==> src/verilog/psc_pkg.sv <==
// shared constants and types for the switch partition state control block
package psc_pkg;

	// ************************************************************
	// sizes
	// ************************************************************
	localparam int NUM_PART = 16;
	localparam int NUM_PORT = 16;
	localparam int TMR_W    = 16;

	// ************************************************************
	// register map, region numbers (paddr[11:8]) and timer indices
	// ************************************************************
	localparam logic [3:0] REG_PORT_CTL = 4'h0;
	localparam logic [3:0] REG_PART_CTL = 4'h1;
	localparam logic [3:0] REG_PART_STS = 4'h2;
	localparam logic [3:0] REG_TIMER    = 4'h3;
	localparam logic [3:0] TMR_SIDE_EFFECT = 4'h0;
	localparam logic [3:0] TMR_MODE_DRAIN  = 4'h1;
	localparam logic [3:0] TMR_RESET_DRAIN = 4'h2;
	localparam logic [3:0] TMR_UP_BRIDGE   = 4'h3;

	// ************************************************************
	// field positions
	// ************************************************************
	localparam int PCTL_MODE_LSB = 0;
	localparam int PCTL_PART_LSB = 4;
	localparam int PART_STATE_LSB = 0;
	localparam int PART_LDRD_BIT  = 2;
	localparam int STS_STARTED_BIT = 0;
	localparam int STS_DONE_BIT    = 1;
	localparam int STS_UP_BIT      = 2;
	localparam int STS_UPID_LSB    = 4;
	localparam int STS_STATE_LSB   = 8;

	// ************************************************************
	// encodings
	// ************************************************************
	localparam logic [1:0] MODE_DIS   = 2'h0;
	localparam logic [1:0] MODE_UNATT = 2'h1;
	localparam logic [1:0] MODE_UP    = 2'h2;
	localparam logic [1:0] MODE_DN    = 2'h3;
	localparam logic [1:0] ST_DIS  = 2'h0;
	localparam logic [1:0] ST_FRST = 2'h1;
	localparam logic [1:0] ST_ACT  = 2'h2;
	localparam logic [1:0] ST_RSVD = 2'h3;

	// ************************************************************
	// reset values and timing
	// ************************************************************
	localparam logic [1:0] RST_PORT_MODE  = MODE_DIS;
	localparam logic [1:0] RST_PART_STATE = ST_DIS;
	localparam int CLK_KHZ      = 10000;
	localparam int RDRAIN_USEC  = 250;
	localparam int RDRAIN_CYC   = (RDRAIN_USEC * CLK_KHZ + 999) / 1000;
	localparam logic [TMR_W-1:0] RST_SIDE_EFFECT = 16'h0004;
	localparam logic [TMR_W-1:0] RST_MODE_DRAIN  = 16'h0008;
	localparam logic [TMR_W-1:0] RST_RESET_DRAIN = TMR_W'(RDRAIN_CYC);
	localparam logic [TMR_W-1:0] RST_UP_BRIDGE   = 16'h0010;

	typedef enum logic [2:0] {
		CHG_IDLE  = 3'b001,
		CHG_COUNT = 3'b010,
		CHG_HOLD  = 3'b100
	} psc_chg_t;

endpackage

==> src/verilog/psc_chg_fsm.sv <==
// per-partition state change sequencer: delay count and pin hold
`timescale 1ns/1ps
`default_nettype none
module psc_chg_fsm (
	input  wire logic        clk,
	input  wire logic        arst_n,
	input  wire logic        start,
	input  wire logic [16:0] delay,
	input  wire logic        need_pin_clear,
	input  wire logic        pin_held,
	output logic             busy,
	output logic             done_pulse
);
	psc_pkg::psc_chg_t st_ff, nxt_st;
	logic [16:0] cnt_ff, nxt_cnt;
	logic        need_ff, nxt_need;
	logic        done_ff, nxt_done;

	always_comb begin
		nxt_st   = st_ff;
		nxt_cnt  = cnt_ff;
		nxt_need = need_ff;
		nxt_done = 1'b0;
		if (start) begin
			// a new request restarts the count
			nxt_st   = psc_pkg::CHG_COUNT;
			nxt_cnt  = delay;
			nxt_need = need_pin_clear;
		end else begin
			unique case (st_ff)
				psc_pkg::CHG_IDLE: begin
				end
				psc_pkg::CHG_COUNT: begin
					if (cnt_ff != 17'h0) begin
						nxt_cnt = cnt_ff - 17'h1;
					end else if (need_ff && pin_held) begin
						nxt_st = psc_pkg::CHG_HOLD;
					end else begin
						nxt_st   = psc_pkg::CHG_IDLE;
						nxt_done = 1'b1;
					end
				end
				psc_pkg::CHG_HOLD: begin
					if (!pin_held) begin
						nxt_st   = psc_pkg::CHG_IDLE;
						nxt_done = 1'b1;
					end
				end
				default: begin
					nxt_st = psc_pkg::CHG_IDLE;
				end
			endcase
		end
	end

	always_ff @(posedge clk or negedge arst_n) begin
		if (!arst_n) begin
			st_ff   <= psc_pkg::CHG_IDLE;
			cnt_ff  <= 17'h0;
			need_ff <= 1'b0;
			done_ff <= 1'b0;
		end else begin
			st_ff   <= nxt_st;
			cnt_ff  <= nxt_cnt;
			need_ff <= nxt_need;
			done_ff <= nxt_done;
		end
	end

	assign busy       = (st_ff != psc_pkg::CHG_IDLE);
	assign done_pulse = done_ff;
endmodule
`default_nettype wire

==> src/verilog/psc_sync.sv <==
// three-stage pin synchroniser with agreement filter
`timescale 1ns/1ps
`default_nettype none
module psc_sync #(
	parameter int W = 16
) (
	input  wire logic         clk,
	input  wire logic         arst_n,
	input  wire logic [W-1:0] din,
	output logic      [W-1:0] dout
);
	logic [W-1:0] s1_ff, s2_ff, s3_ff, filt_ff;
	logic [W-1:0] nxt_filt;

	// a bit only moves once stages two and three agree
	always_comb begin
		nxt_filt = (s2_ff & s3_ff) | (filt_ff & (s2_ff ^ s3_ff));
	end

	always_ff @(posedge clk or negedge arst_n) begin
		if (!arst_n) begin
			s1_ff   <= '1;
			s2_ff   <= '1;
			s3_ff   <= '1;
			filt_ff <= '1;
		end else begin
			s1_ff   <= din;
			s2_ff   <= s1_ff;
			s3_ff   <= s2_ff;
			filt_ff <= nxt_filt;
		end
	end

	assign dout = filt_ff;
endmodule
`default_nettype wire

==> src/verilog/psc_top.sv <==
// switch partition state control with apb register slave
//
// The implementer's own choices: the placing of the registers and register access over APB.
`timescale 1ns/1ps
`default_nettype none
module psc_top #(
	parameter int NPART = psc_pkg::NUM_PART,
	parameter int NPORT = psc_pkg::NUM_PORT
) (
	input  wire logic                   clk,
	input  wire logic                   arst_n,
	input  wire logic                   psel,
	input  wire logic                   penable,
	input  wire logic                   pwrite,
	input  wire logic [11:0]            paddr,
	input  wire logic [31:0]            pwdata,
	output logic      [31:0]            prdata,
	output logic                        pready,
	output logic                        pslverr,
	input  wire logic [NPART-1:0]       partition_reset_pin_n,
	output logic      [NPORT-1:0][1:0]  port_eff_mode,
	output logic      [NPORT-1:0]       port_in_reset,
	output logic      [NPART-1:0]       part_reset,
	output logic      [NPART-1:0]       part_up_only,
	output logic      [NPART-1:0]       part_no_up,
	output logic      [NPART-1:0]       part_link_down_reset_disable
);
	// ************************************************************
	// state
	// ************************************************************
	logic [NPORT-1:0][1:0] port_mode_ff, nxt_port_mode;
	logic [NPORT-1:0][3:0] port_part_ff, nxt_port_part;
	logic [NPART-1:0][1:0] part_state_ff, nxt_part_state;
	logic [NPART-1:0]      ldrd_ff, nxt_ldrd;
	logic [NPART-1:0]      started_ff, nxt_started;
	logic [NPART-1:0]      done_ff, nxt_done;
	logic [3:0][psc_pkg::TMR_W-1:0] tmr_ff, nxt_tmr;
	logic [31:0] prdata_ff, nxt_prdata;
	logic        pready_ff, nxt_pready;
	logic        pslverr_ff, nxt_pslverr;
	logic [NPORT-1:0][1:0] eff_mode_ff, nxt_eff_mode;
	logic [NPORT-1:0]      port_rst_ff, nxt_port_rst;
	logic [NPART-1:0]      part_rst_ff, nxt_part_rst;
	logic [NPART-1:0]      up_only_ff, nxt_up_only;
	logic [NPART-1:0]      no_up_ff, nxt_no_up;

	logic [NPART-1:0]      pin_sync, pin_held, done_pulse, start;
	logic [NPART-1:0]      up_present, has_dn, has_port;
	logic [NPART-1:0][3:0] up_id;
	logic [16:0] delay;
	logic        need_pin;
	logic        wr_en, setup, in_range;
	logic [3:0]  region, idx;
	logic [1:0]  wstate;

	assign region = paddr[11:8];
	assign idx    = paddr[5:2];
	assign wstate = pwdata[psc_pkg::PART_STATE_LSB +: 2];
	assign setup  = psel && !penable;
	// the write lands on the edge where the master sees pready high
	assign wr_en  = psel && penable && pready_ff && pwrite && !pslverr_ff;

	// ************************************************************
	// reset pin synchroniser
	// ************************************************************
	psc_sync #(.W(NPART)) u_sync (
		.clk    (clk),
		.arst_n (arst_n),
		.din    (partition_reset_pin_n),
		.dout   (pin_sync)
	);
	assign pin_held = ~pin_sync;

	// ************************************************************
	// membership
	// ************************************************************
	always_comb begin
		up_present = '0;
		has_dn     = '0;
		up_id      = '0;
		for (int p = 0; p < NPART; p++) begin
			for (int i = 0; i < NPORT; i++) begin
				if (int'(port_part_ff[i]) == p) begin
					if (port_mode_ff[i] == psc_pkg::MODE_UP) begin
						up_present[p] = 1'b1;
						up_id[p]      = 4'(i);
					end
					if (port_mode_ff[i] == psc_pkg::MODE_DN) begin
						has_dn[p] = 1'b1;
					end
				end
			end
		end
		has_port = up_present | has_dn;
	end

	// ************************************************************
	// change delay for the addressed partition
	// ************************************************************
	always_comb begin
		need_pin = (wstate == psc_pkg::ST_ACT);
		if (wstate == psc_pkg::ST_FRST) begin
			delay = {1'b0, tmr_ff[psc_pkg::TMR_RESET_DRAIN]};
		end else if (has_port[idx] && (wstate == psc_pkg::ST_DIS ||
				part_state_ff[idx] == psc_pkg::ST_DIS)) begin
			// port modes flip too, so wait for their drain as well
			delay = {1'b0, tmr_ff[psc_pkg::TMR_SIDE_EFFECT]}
				+ {1'b0, tmr_ff[psc_pkg::TMR_MODE_DRAIN]};
		end else begin
			delay = {1'b0, tmr_ff[psc_pkg::TMR_SIDE_EFFECT]};
		end
	end

	genvar g;
	generate
		for (g = 0; g < NPART; g++) begin : g_part
			psc_chg_fsm u_fsm (
				.clk            (clk),
				.arst_n         (arst_n),
				.start          (start[g]),
				.delay          (delay),
				.need_pin_clear (need_pin),
				.pin_held       (pin_held[g]),
				.busy           (),
				.done_pulse     (done_pulse[g])
			);
		end
	endgenerate

	// ************************************************************
	// register writes and flags
	// ************************************************************
	always_comb begin
		nxt_port_mode  = port_mode_ff;
		nxt_port_part  = port_part_ff;
		nxt_part_state = part_state_ff;
		nxt_ldrd       = ldrd_ff;
		nxt_tmr        = tmr_ff;
		start          = '0;
		nxt_started    = started_ff;
		nxt_done       = done_ff;
		if (wr_en) begin
			unique case (region)
				psc_pkg::REG_PORT_CTL: begin
					nxt_port_mode[idx] = pwdata[psc_pkg::PCTL_MODE_LSB +: 2];
					nxt_port_part[idx] = pwdata[psc_pkg::PCTL_PART_LSB +: 4];
				end
				psc_pkg::REG_PART_CTL: begin
					nxt_ldrd[idx] = pwdata[psc_pkg::PART_LDRD_BIT];
					// reserved code is refused, same code is no change
					if (wstate != psc_pkg::ST_RSVD && wstate != part_state_ff[idx]) begin
						nxt_part_state[idx] = wstate;
						start[idx] = 1'b1;
					end
					if (wstate == psc_pkg::ST_FRST && part_state_ff[idx] != psc_pkg::ST_FRST) begin
						nxt_ldrd[idx] = 1'b0;
					end
				end
				psc_pkg::REG_PART_STS: begin
					if (pwdata[psc_pkg::STS_STARTED_BIT]) begin
						nxt_started[idx] = 1'b0;
					end
					if (pwdata[psc_pkg::STS_DONE_BIT]) begin
						nxt_done[idx] = 1'b0;
					end
				end
				psc_pkg::REG_TIMER: begin
					nxt_tmr[idx[1:0]] = pwdata[psc_pkg::TMR_W-1:0];
				end
				default: begin
				end
			endcase
		end
		// set beats a simultaneous clear
		for (int p = 0; p < NPART; p++) begin
			if (start[p]) begin
				nxt_started[p] = 1'b1;
				nxt_done[p]    = 1'b0;
			end
			if (done_pulse[p]) begin
				nxt_done[p] = 1'b1;
			end
		end
	end

	// ************************************************************
	// apb read and answer, one access cycle
	// ************************************************************
	always_comb begin
		in_range = paddr[7:6] == 2'h0 && paddr[1:0] == 2'h0 && (
			(region == psc_pkg::REG_PORT_CTL && int'(idx) < NPORT) ||
			((region == psc_pkg::REG_PART_CTL || region == psc_pkg::REG_PART_STS)
				&& int'(idx) < NPART) ||
			(region == psc_pkg::REG_TIMER && idx < 4'h4));
		nxt_prdata  = 32'h0;
		nxt_pready  = setup;
		nxt_pslverr = setup && !in_range;
		if (setup && in_range && !pwrite) begin
			unique case (region)
				psc_pkg::REG_PORT_CTL: begin
					nxt_prdata[psc_pkg::PCTL_MODE_LSB +: 2] = port_mode_ff[idx];
					nxt_prdata[psc_pkg::PCTL_PART_LSB +: 4] = port_part_ff[idx];
				end
				psc_pkg::REG_PART_CTL: begin
					nxt_prdata[psc_pkg::PART_STATE_LSB +: 2] = part_state_ff[idx];
					nxt_prdata[psc_pkg::PART_LDRD_BIT]       = ldrd_ff[idx];
				end
				psc_pkg::REG_PART_STS: begin
					nxt_prdata[psc_pkg::STS_STARTED_BIT]    = started_ff[idx];
					nxt_prdata[psc_pkg::STS_DONE_BIT]       = done_ff[idx];
					nxt_prdata[psc_pkg::STS_UP_BIT]         = up_present[idx];
					// id only meaningful while present
					nxt_prdata[psc_pkg::STS_UPID_LSB +: 4]  =
						up_present[idx] ? up_id[idx] : 4'h0;
					nxt_prdata[psc_pkg::STS_STATE_LSB +: 2] = part_state_ff[idx];
				end
				default: begin
					nxt_prdata[psc_pkg::TMR_W-1:0] = tmr_ff[idx[1:0]];
				end
			endcase
		end
	end

	// ************************************************************
	// partition effects on ports and traffic
	// ************************************************************
	always_comb begin
		for (int p = 0; p < NPART; p++) begin
			// empty partitions drive nothing
			nxt_part_rst[p] = has_port[p] && (part_state_ff[p] == psc_pkg::ST_FRST
				|| pin_held[p]);
			nxt_up_only[p]  = up_present[p] && !has_dn[p];
			nxt_no_up[p]    = !up_present[p] && has_dn[p];
		end
		for (int i = 0; i < NPORT; i++) begin
			nxt_eff_mode[i] = port_mode_ff[i];
			nxt_port_rst[i] = 1'b0;
			if (port_mode_ff[i] == psc_pkg::MODE_UP || port_mode_ff[i] == psc_pkg::MODE_DN) begin
				if (part_state_ff[port_part_ff[i]] == psc_pkg::ST_DIS) begin
					nxt_eff_mode[i] = psc_pkg::MODE_DIS;
				end
				nxt_port_rst[i] = nxt_part_rst[port_part_ff[i]];
			end
		end
	end

	always_ff @(posedge clk or negedge arst_n) begin
		if (!arst_n) begin
			port_mode_ff  <= {NPORT{psc_pkg::RST_PORT_MODE}};
			port_part_ff  <= '0;
			part_state_ff <= {NPART{psc_pkg::RST_PART_STATE}};
			ldrd_ff       <= '0;
			started_ff    <= '0;
			done_ff       <= '0;
			tmr_ff        <= {psc_pkg::RST_UP_BRIDGE, psc_pkg::RST_RESET_DRAIN,
				psc_pkg::RST_MODE_DRAIN, psc_pkg::RST_SIDE_EFFECT};
			prdata_ff     <= 32'h0;
			pready_ff     <= 1'b0;
			pslverr_ff    <= 1'b0;
			eff_mode_ff   <= {NPORT{psc_pkg::MODE_DIS}};
			port_rst_ff   <= '0;
			part_rst_ff   <= '0;
			up_only_ff    <= '0;
			no_up_ff      <= '0;
		end else begin
			port_mode_ff  <= nxt_port_mode;
			port_part_ff  <= nxt_port_part;
			part_state_ff <= nxt_part_state;
			ldrd_ff       <= nxt_ldrd;
			started_ff    <= nxt_started;
			done_ff       <= nxt_done;
			tmr_ff        <= nxt_tmr;
			prdata_ff     <= nxt_prdata;
			pready_ff     <= nxt_pready;
			pslverr_ff    <= nxt_pslverr;
			eff_mode_ff   <= nxt_eff_mode;
			port_rst_ff   <= nxt_port_rst;
			part_rst_ff   <= nxt_part_rst;
			up_only_ff    <= nxt_up_only;
			no_up_ff      <= nxt_no_up;
		end
	end

	assign prdata        = prdata_ff;
	assign pready        = pready_ff;
	assign pslverr       = pslverr_ff;
	assign port_eff_mode = eff_mode_ff;
	assign port_in_reset = port_rst_ff;
	assign part_reset    = part_rst_ff;
	assign part_up_only  = up_only_ff;
	assign part_no_up    = no_up_ff;
	assign part_link_down_reset_disable = ldrd_ff;
endmodule
`default_nettype wire
==> config.mk <==
export PLATFORM = sky130hd
export DESIGN_NAME = psc_top
export DESIGN_NICKNAME = d
export VERILOG_FILES = /design/src/verilog/psc_pkg.sv /design/src/verilog/psc_chg_fsm.sv /design/src/verilog/psc_sync.sv /design/src/verilog/psc_top.sv
export SDC_FILE = /design/constraint.sdc
export NUM_CORES = 2
export LEC_CHECK = 0
export ABC_AREA = 1
export BUFFER_PORTS_ARGS = -buffer_cell sky130_fd_sc_hd__buf_2
export CAP_MARGIN = 20
export CORE_ASPECT_RATIO = 0.7
export CORE_UTILIZATION = 60
export DETAILED_ROUTE_END_ITERATION = 10
export PLACE_DENSITY = 0.89
export SYNTH_ARGS = -nofsm -noshare
export SYNTH_HDL_FRONTEND = slang
export SYNTH_SLANG_ARGS = --single-unit
==> constraint.sdc <==
create_clock -name clk -period 3.05 [get_ports clk]
set_input_delay 0.1525 -clock clk [delete_from_list [all_inputs] [get_ports clk]]
set_output_delay 0.1525 -clock clk [all_outputs]
set_load 0.03 [all_outputs]
==> flow_summary.ini, run 1 <==
[clock_network]
numCtsBuffers = 74
cts_buffer_depth = 3
root_buffer = clkbuf_16
htreeDepth = 3
cts_sinks = 770

[placed_design]
gp_congestion = 1.701
hpwlAfterDp_mm = 192.0
port_buffers = 178

[synthesis]
yosysWarnings = 0
ys_ff_latch = 770
syn_area_per_cell_sq_um = 6.907
synth_edf_count = 0
syn-instance-count = 7171
netlist_area_sq_um = 49530
async_reset_ff_share_pct = 100.0
ys_types = 63
ys.flop_type = dfrtp_1
synth-seq-area-share_pct = 39.13

[floorplan]
start_util_pct = 61.07
placementRows = 87
die_w_microns = 345.4
top_level_ports = 211
die_y_microns = 242.4

[outcome]
lastStage = global routing (5_1_grt)
status = stopped before the end
firstError = [ERROR GRT-0116] Global routing finished with congestion. Check the congestion regions in the DRC Viewer.

[grt]
grt_pass1_vias = 76493
overflow = 1038
grt_max_degree = 121
grt_pass1_wl_mm = 514.3
track_usage_pct = 81.94
[per-layer routing]
| layer | global-route usage [%] | GRT overflow |
|---|---|---|
| met4 | 76.92 | 283 |
| met5 | 64.74 | 25 |
| met2 | 88.99 | 340 |
| met1 | 82.41 | 150 |
| met3 | 77.33 | 240 |
[per-stage QoR]
| stage | hold slack [ns] | instance area, sq um | setup WS (ns) | instances |
|---|---|---|---|---|
| 4_1_cts | 0.02037 | 64650 | -0.2806 | 9598 |
| 3_5_place_dp | 0.1487 | 60560 | -0.6727 | 9381 |
| 3_3_place_gp | 0.1444 | 60560 | -0.5200 | 9380 |
| 2_1_floorplan | -0.1431 | 49580 | 0.3203 | 7186 |
[repair_timing]
item,CTS
resized for setup,254
cloned,5
hold endpoints to repair,292
hold buffers,31
setup endpoints to repair,309
buffers inserted,46
pin swaps,27
[synthesized netlist by cell type, types with 17 or more instances]
cell type / number / area (sq um)
inv_1: 869 / 3262
a21o_1: 17 / 127.6
nor4_1: 35 / 219.0
o21ai_0: 544 / 2723
a221oi_1: 31 / 271.5
buf_4: 40 / 300.3
nand4_1: 78 / 488.0
dfstp_2: 88 / 2312
a31oi_1: 24 / 150.1
buf_2: 35 / 175.2
ha_1: 48 / 600.6
xnor2_1: 69 / 604.3
nor3_1: 147 / 735.7
o31ai_1: 50 / 375.4
o22ai_1: 281 / 1758
nor2_1: 745 / 2796
inv_2: 20 / 75.07
or2_2: 23 / 143.9
dfrtp_1: 682 / 17070
nand2_1: 2045 / 7676
xor2_1: 151 / 1323
o211ai_1: 43 / 322.8
a21oi_1: 111 / 555.5
clkbuf_1: 163 / 611.8
nand3_1: 557 / 2788
o221ai_1: 22 / 192.7
buf_1: 32 / 120.1
a22oi_1: 36 / 270.3
[kinds of logic after synthesis]
| kind of cell | synth area share, % |
|---|---|
| AND/OR/NAND/NOR | 30.97 |
| AO/OA/AOI/OAI | 15.23 |
| buffers and inverters | 9.378 |
| flip-flops | 39.13 |
| XOR/XNOR | 3.890 |
| adder cells (fa/ha/maj) | 1.253 |
| multiplexers | 0.1415 |
| other | 0.007572 |
==> run 2, diff against run 1 <==
Settings changed: CORE_ASPECT_RATIO 0.7 to not set, CORE_UTILIZATION 60 to 40, PLACE_DENSITY 0.89 to not set, PLACE_DENSITY_LB_ADDON set to 0.15.
==> run 2 against run 1 <==
The flow now finishes, with violations (negative setup slack). Area after synthesis is the same. Synthesized cell count is the same.
==> flow_summary.ini, run 2 <==
[outcome]
status = finished, violations left
failed_checks = negative setup slack

[synthesis]
synthTopCellsByCount = 2,045 x nand2_1, 869 x inv_1, 745 x nor2_1
ys_ff_latch = 770
ys.flop_type = dfrtp_1
synth_top_area_share_pct = 34.46
async_reset_ff_share_pct = 100.0
syn-instance-count = 7171
synth_edf_count = 0
synth_area_leaders = dfrtp_1 34%, nand2_1 15%, inv_1 6.6%, nor2_1 5.6%, nand3_1 5.6%
synth_most_common_cell = nand2_1
synthXorXnorAreaFrac_pct = 3.890
netlist_area_sq_um = 49530
synth.area.mux_share_pct = 0.1415
ys_types = 63
synth_adder_area_share_pct = 1.253
synthSimpleGateAreaFrac_pct = 30.97
yosysWarnings = 0
synth_top_area_cell = dfrtp_1
synth_compound_area_share_pct = 15.23
synth-seq-area-share_pct = 39.13
synth_top_family_by_area = simple AND/OR/NAND/NOR gates
syn_area_per_cell_sq_um = 6.907

[worst_setup_path]
r2r_slack_ns = -0.51
path_max_fanout = 9
cp-end-kind = register
r2r_end = g_part[1].u_fsm.cnt_ff[14]$_DFFE_PN0P_
worstReg2RegStart = port_part_ff[29]$_DFFE_PN0P_
reg2reg_depth = 22
crit_type = register to register
required_ns = 3.73
critPathArrivalTime_ns = 4.24
cp-start-kind = register

[timing]
finalCritPeriodShare_pct = 116.7
max_freq_mhz = 281.0
min_period_ns = 3.558
rsz0062_at_grt = true
finalSetupTns_ns = -114.32
final_hold_viol_count = 0
skew_ns = 0.03075
worstMarginPinSlew_ns = 1.116
fin_ws_ns = -0.5082
drv_slew = 0
relSlewSlack_pct = 25.62
hold_ws_ns = 0.009423
setup_viol = 293

[detailed_routing]
ant_nets = 0
num_vias = 62039
drc = 0
viasPerCell = 5.912
routedWlPerCell_microns = 30.12
drt-initial-drc-count = 8831
dr.pass1.iters = 7
finalWirelength_mm = 316.1

[placed_design]
pre_cts_ws_ns = -0.6872
hpwlAfterDp_mm = 243.4
port_buffers = 178
gp_congestion = 1.181
placed_cells = 10232

[worst_hold_path]
hold_path_class = input port to async pin

[grt]
grt_pass1_vias = 59363
grt_max_degree = 81
track_usage_pct = 49.47
overflow = 0
grt_pass1_wl_mm = 437.3
antenna_found_initial = 23

[clock_network]
root_buffer = clkbuf_16
clkLatencyLatePin_ns = 0.75
cts.reportedPaths.clkPinSlew_ns = 0.07
htreeDepth = 3
cts_sinks = 770
cts_tree = yes
numCtsBuffers = 87
cts_buffer_depth = 3

[job]
maxCapViolations = 0

[floorplan]
start_util_pct = 40.48
placementRows = 128
die_area_sq_um = 125200
die_w_microns = 353.9
top_level_ports = 211
die_y_microns = 353.9
core_sq_um = 122400

[cells_and_area]
drive_gt1_share_pct = 26.07
layout_commonest_cell = nand2_1
largest_reg_flops = 272
nets = 8892
layout_common_cells = 1,972 x nand2_1, 1,416 x buf_4, 834 x inv_1
stdcell_count = 10494
syn_to_final_growth_pct = 39.66
largest-register = g_part.u_fsm.cnt_ff
reg_top3 = g_part.u_fsm.cnt_ff (272), port_part_ff (64), tmr_ff (64)

[pwr]
ir_drop_mv = 0.4442
p_leak_nw = 35.97
power_density_nw_per_um2 = 351.1
p_total_mw = 24.29
==> run 2: cell counts after synthesis <==
No cell type changed its count.
==> run 2: kinds of logic (layout without fill, tap and decap cells) <==
family / Yosys count / after routing
AO/OA/AOI/OAI: 1254 / 1254
XOR/XNOR: 220 / 220
adder cells (fa/ha/maj): 49 / 49
buffers and inverters: 1177 / 2843
flip-flops: 770 / 770
multiplexers: 7 / 7
other: 1 / 32
AND/OR/NAND/NOR: 3693 / 3694
==> run 2: how the worst max path moves through the flow <==
stage,start,endpoint,slack [ns]
global route,port_part_ff[20]$_DFFE_PN0P_,g_part[4].u_fsm.cnt_ff[14]$_DFFE_PN0P_,-0.63
finish,port_part_ff[29]$_DFFE_PN0P_,g_part[1].u_fsm.cnt_ff[14]$_DFFE_PN0P_,-0.51
CTS,port_part_ff[7]$_DFFE_PN0P_,prdata[4]$_DFF_PN0_,-0.28
detailed placement,port_part_ff[18]$_DFFE_PN0P_,prdata[4]$_DFF_PN0_,-0.69
floorplan,port_part_ff[32]$_DFFE_PN0P_,g_part[4].u_fsm.cnt_ff[7]$_DFFE_PN0P_,0.32
global placement,port_part_ff[18]$_DFFE_PN0P_,g_part[13].u_fsm.cnt_ff[0]$_DFFE_PN0P_,-0.78
==> run 2: power breakdown <==
part / internal [mW] / switching [mW] / leakage, nW
combinational: 0.562 / 1.47 / 24.5
sequential: 10.4 / 0.121 / 9.96
clock: 6.78 / 4.97 / 1.54
==> run 2: routing by layer <==
| metal | wire length, microns | vias to the layer above | global-route usage [%] |
|---|---|---|---|
| li1 | - | 26810 | - |
| met1 | 109500 | 29279 | 56.09 |
| met2 | 134300 | 4431 | 74.25 |
| met3 | 34980 | 1501 | 14.96 |
| met4 | 37090 | 18 | 46.58 |
| met5 | 163 | - | 0 |
==> run 2: critical path: stages, from the launching register on <==
cell and delay [ns]:
dfrtp_1 0.43, buf_4 0.16, nand2_1 0.13, clkinvlp_4 0.13, buf_12 0.16, nand2_4 0.13, o22ai_1 0.12, nor2_2 0.28
nand2_1 0.13, nor2_1 0.15, nand2_1 0.13, o22ai_1 0.17, nor2_1 0.08, nor2_2 0.16, nor2_4 0.07, buf_12 0.17
buf_4 0.15, nand3_1 0.10, nand3_2 0.10, nand2_4 0.16, clkbuf_16 0.22, nand2_1 0.07, nand2_1 0.08
==> run 2: cell type report <==
cell class,count,area [sq um]
timing repair buffer,1778,14700
clock buffer,120,2472
inverter,901,3436
sequential,770,19390
antenna,16,40.04
clock inverter,44,674.4
tap,1625,2033
multi-input combinational,5240,26420
fill,11764,53190
==> run 2: through the flow <==
step                      area, sq um  utilization, %
after detailed placement        64210           52.47
final                           69170           56.53
after CTS                       68480           55.97
after floorplan                 49580               -
after global routing            69130           56.50
after global placement          64200           52.47
==> run 2: timing repair <==
action	4_1_cts	5_1_grt
gates resized for setup	183	136
pin swaps	11	27
hold endpoints to repair	258	0
gates cloned	1	3
endpoints found under the setup margin	293	297
hold buffers	39	0
buffers inserted	17	21
Power figures use the tool's default switching activity.
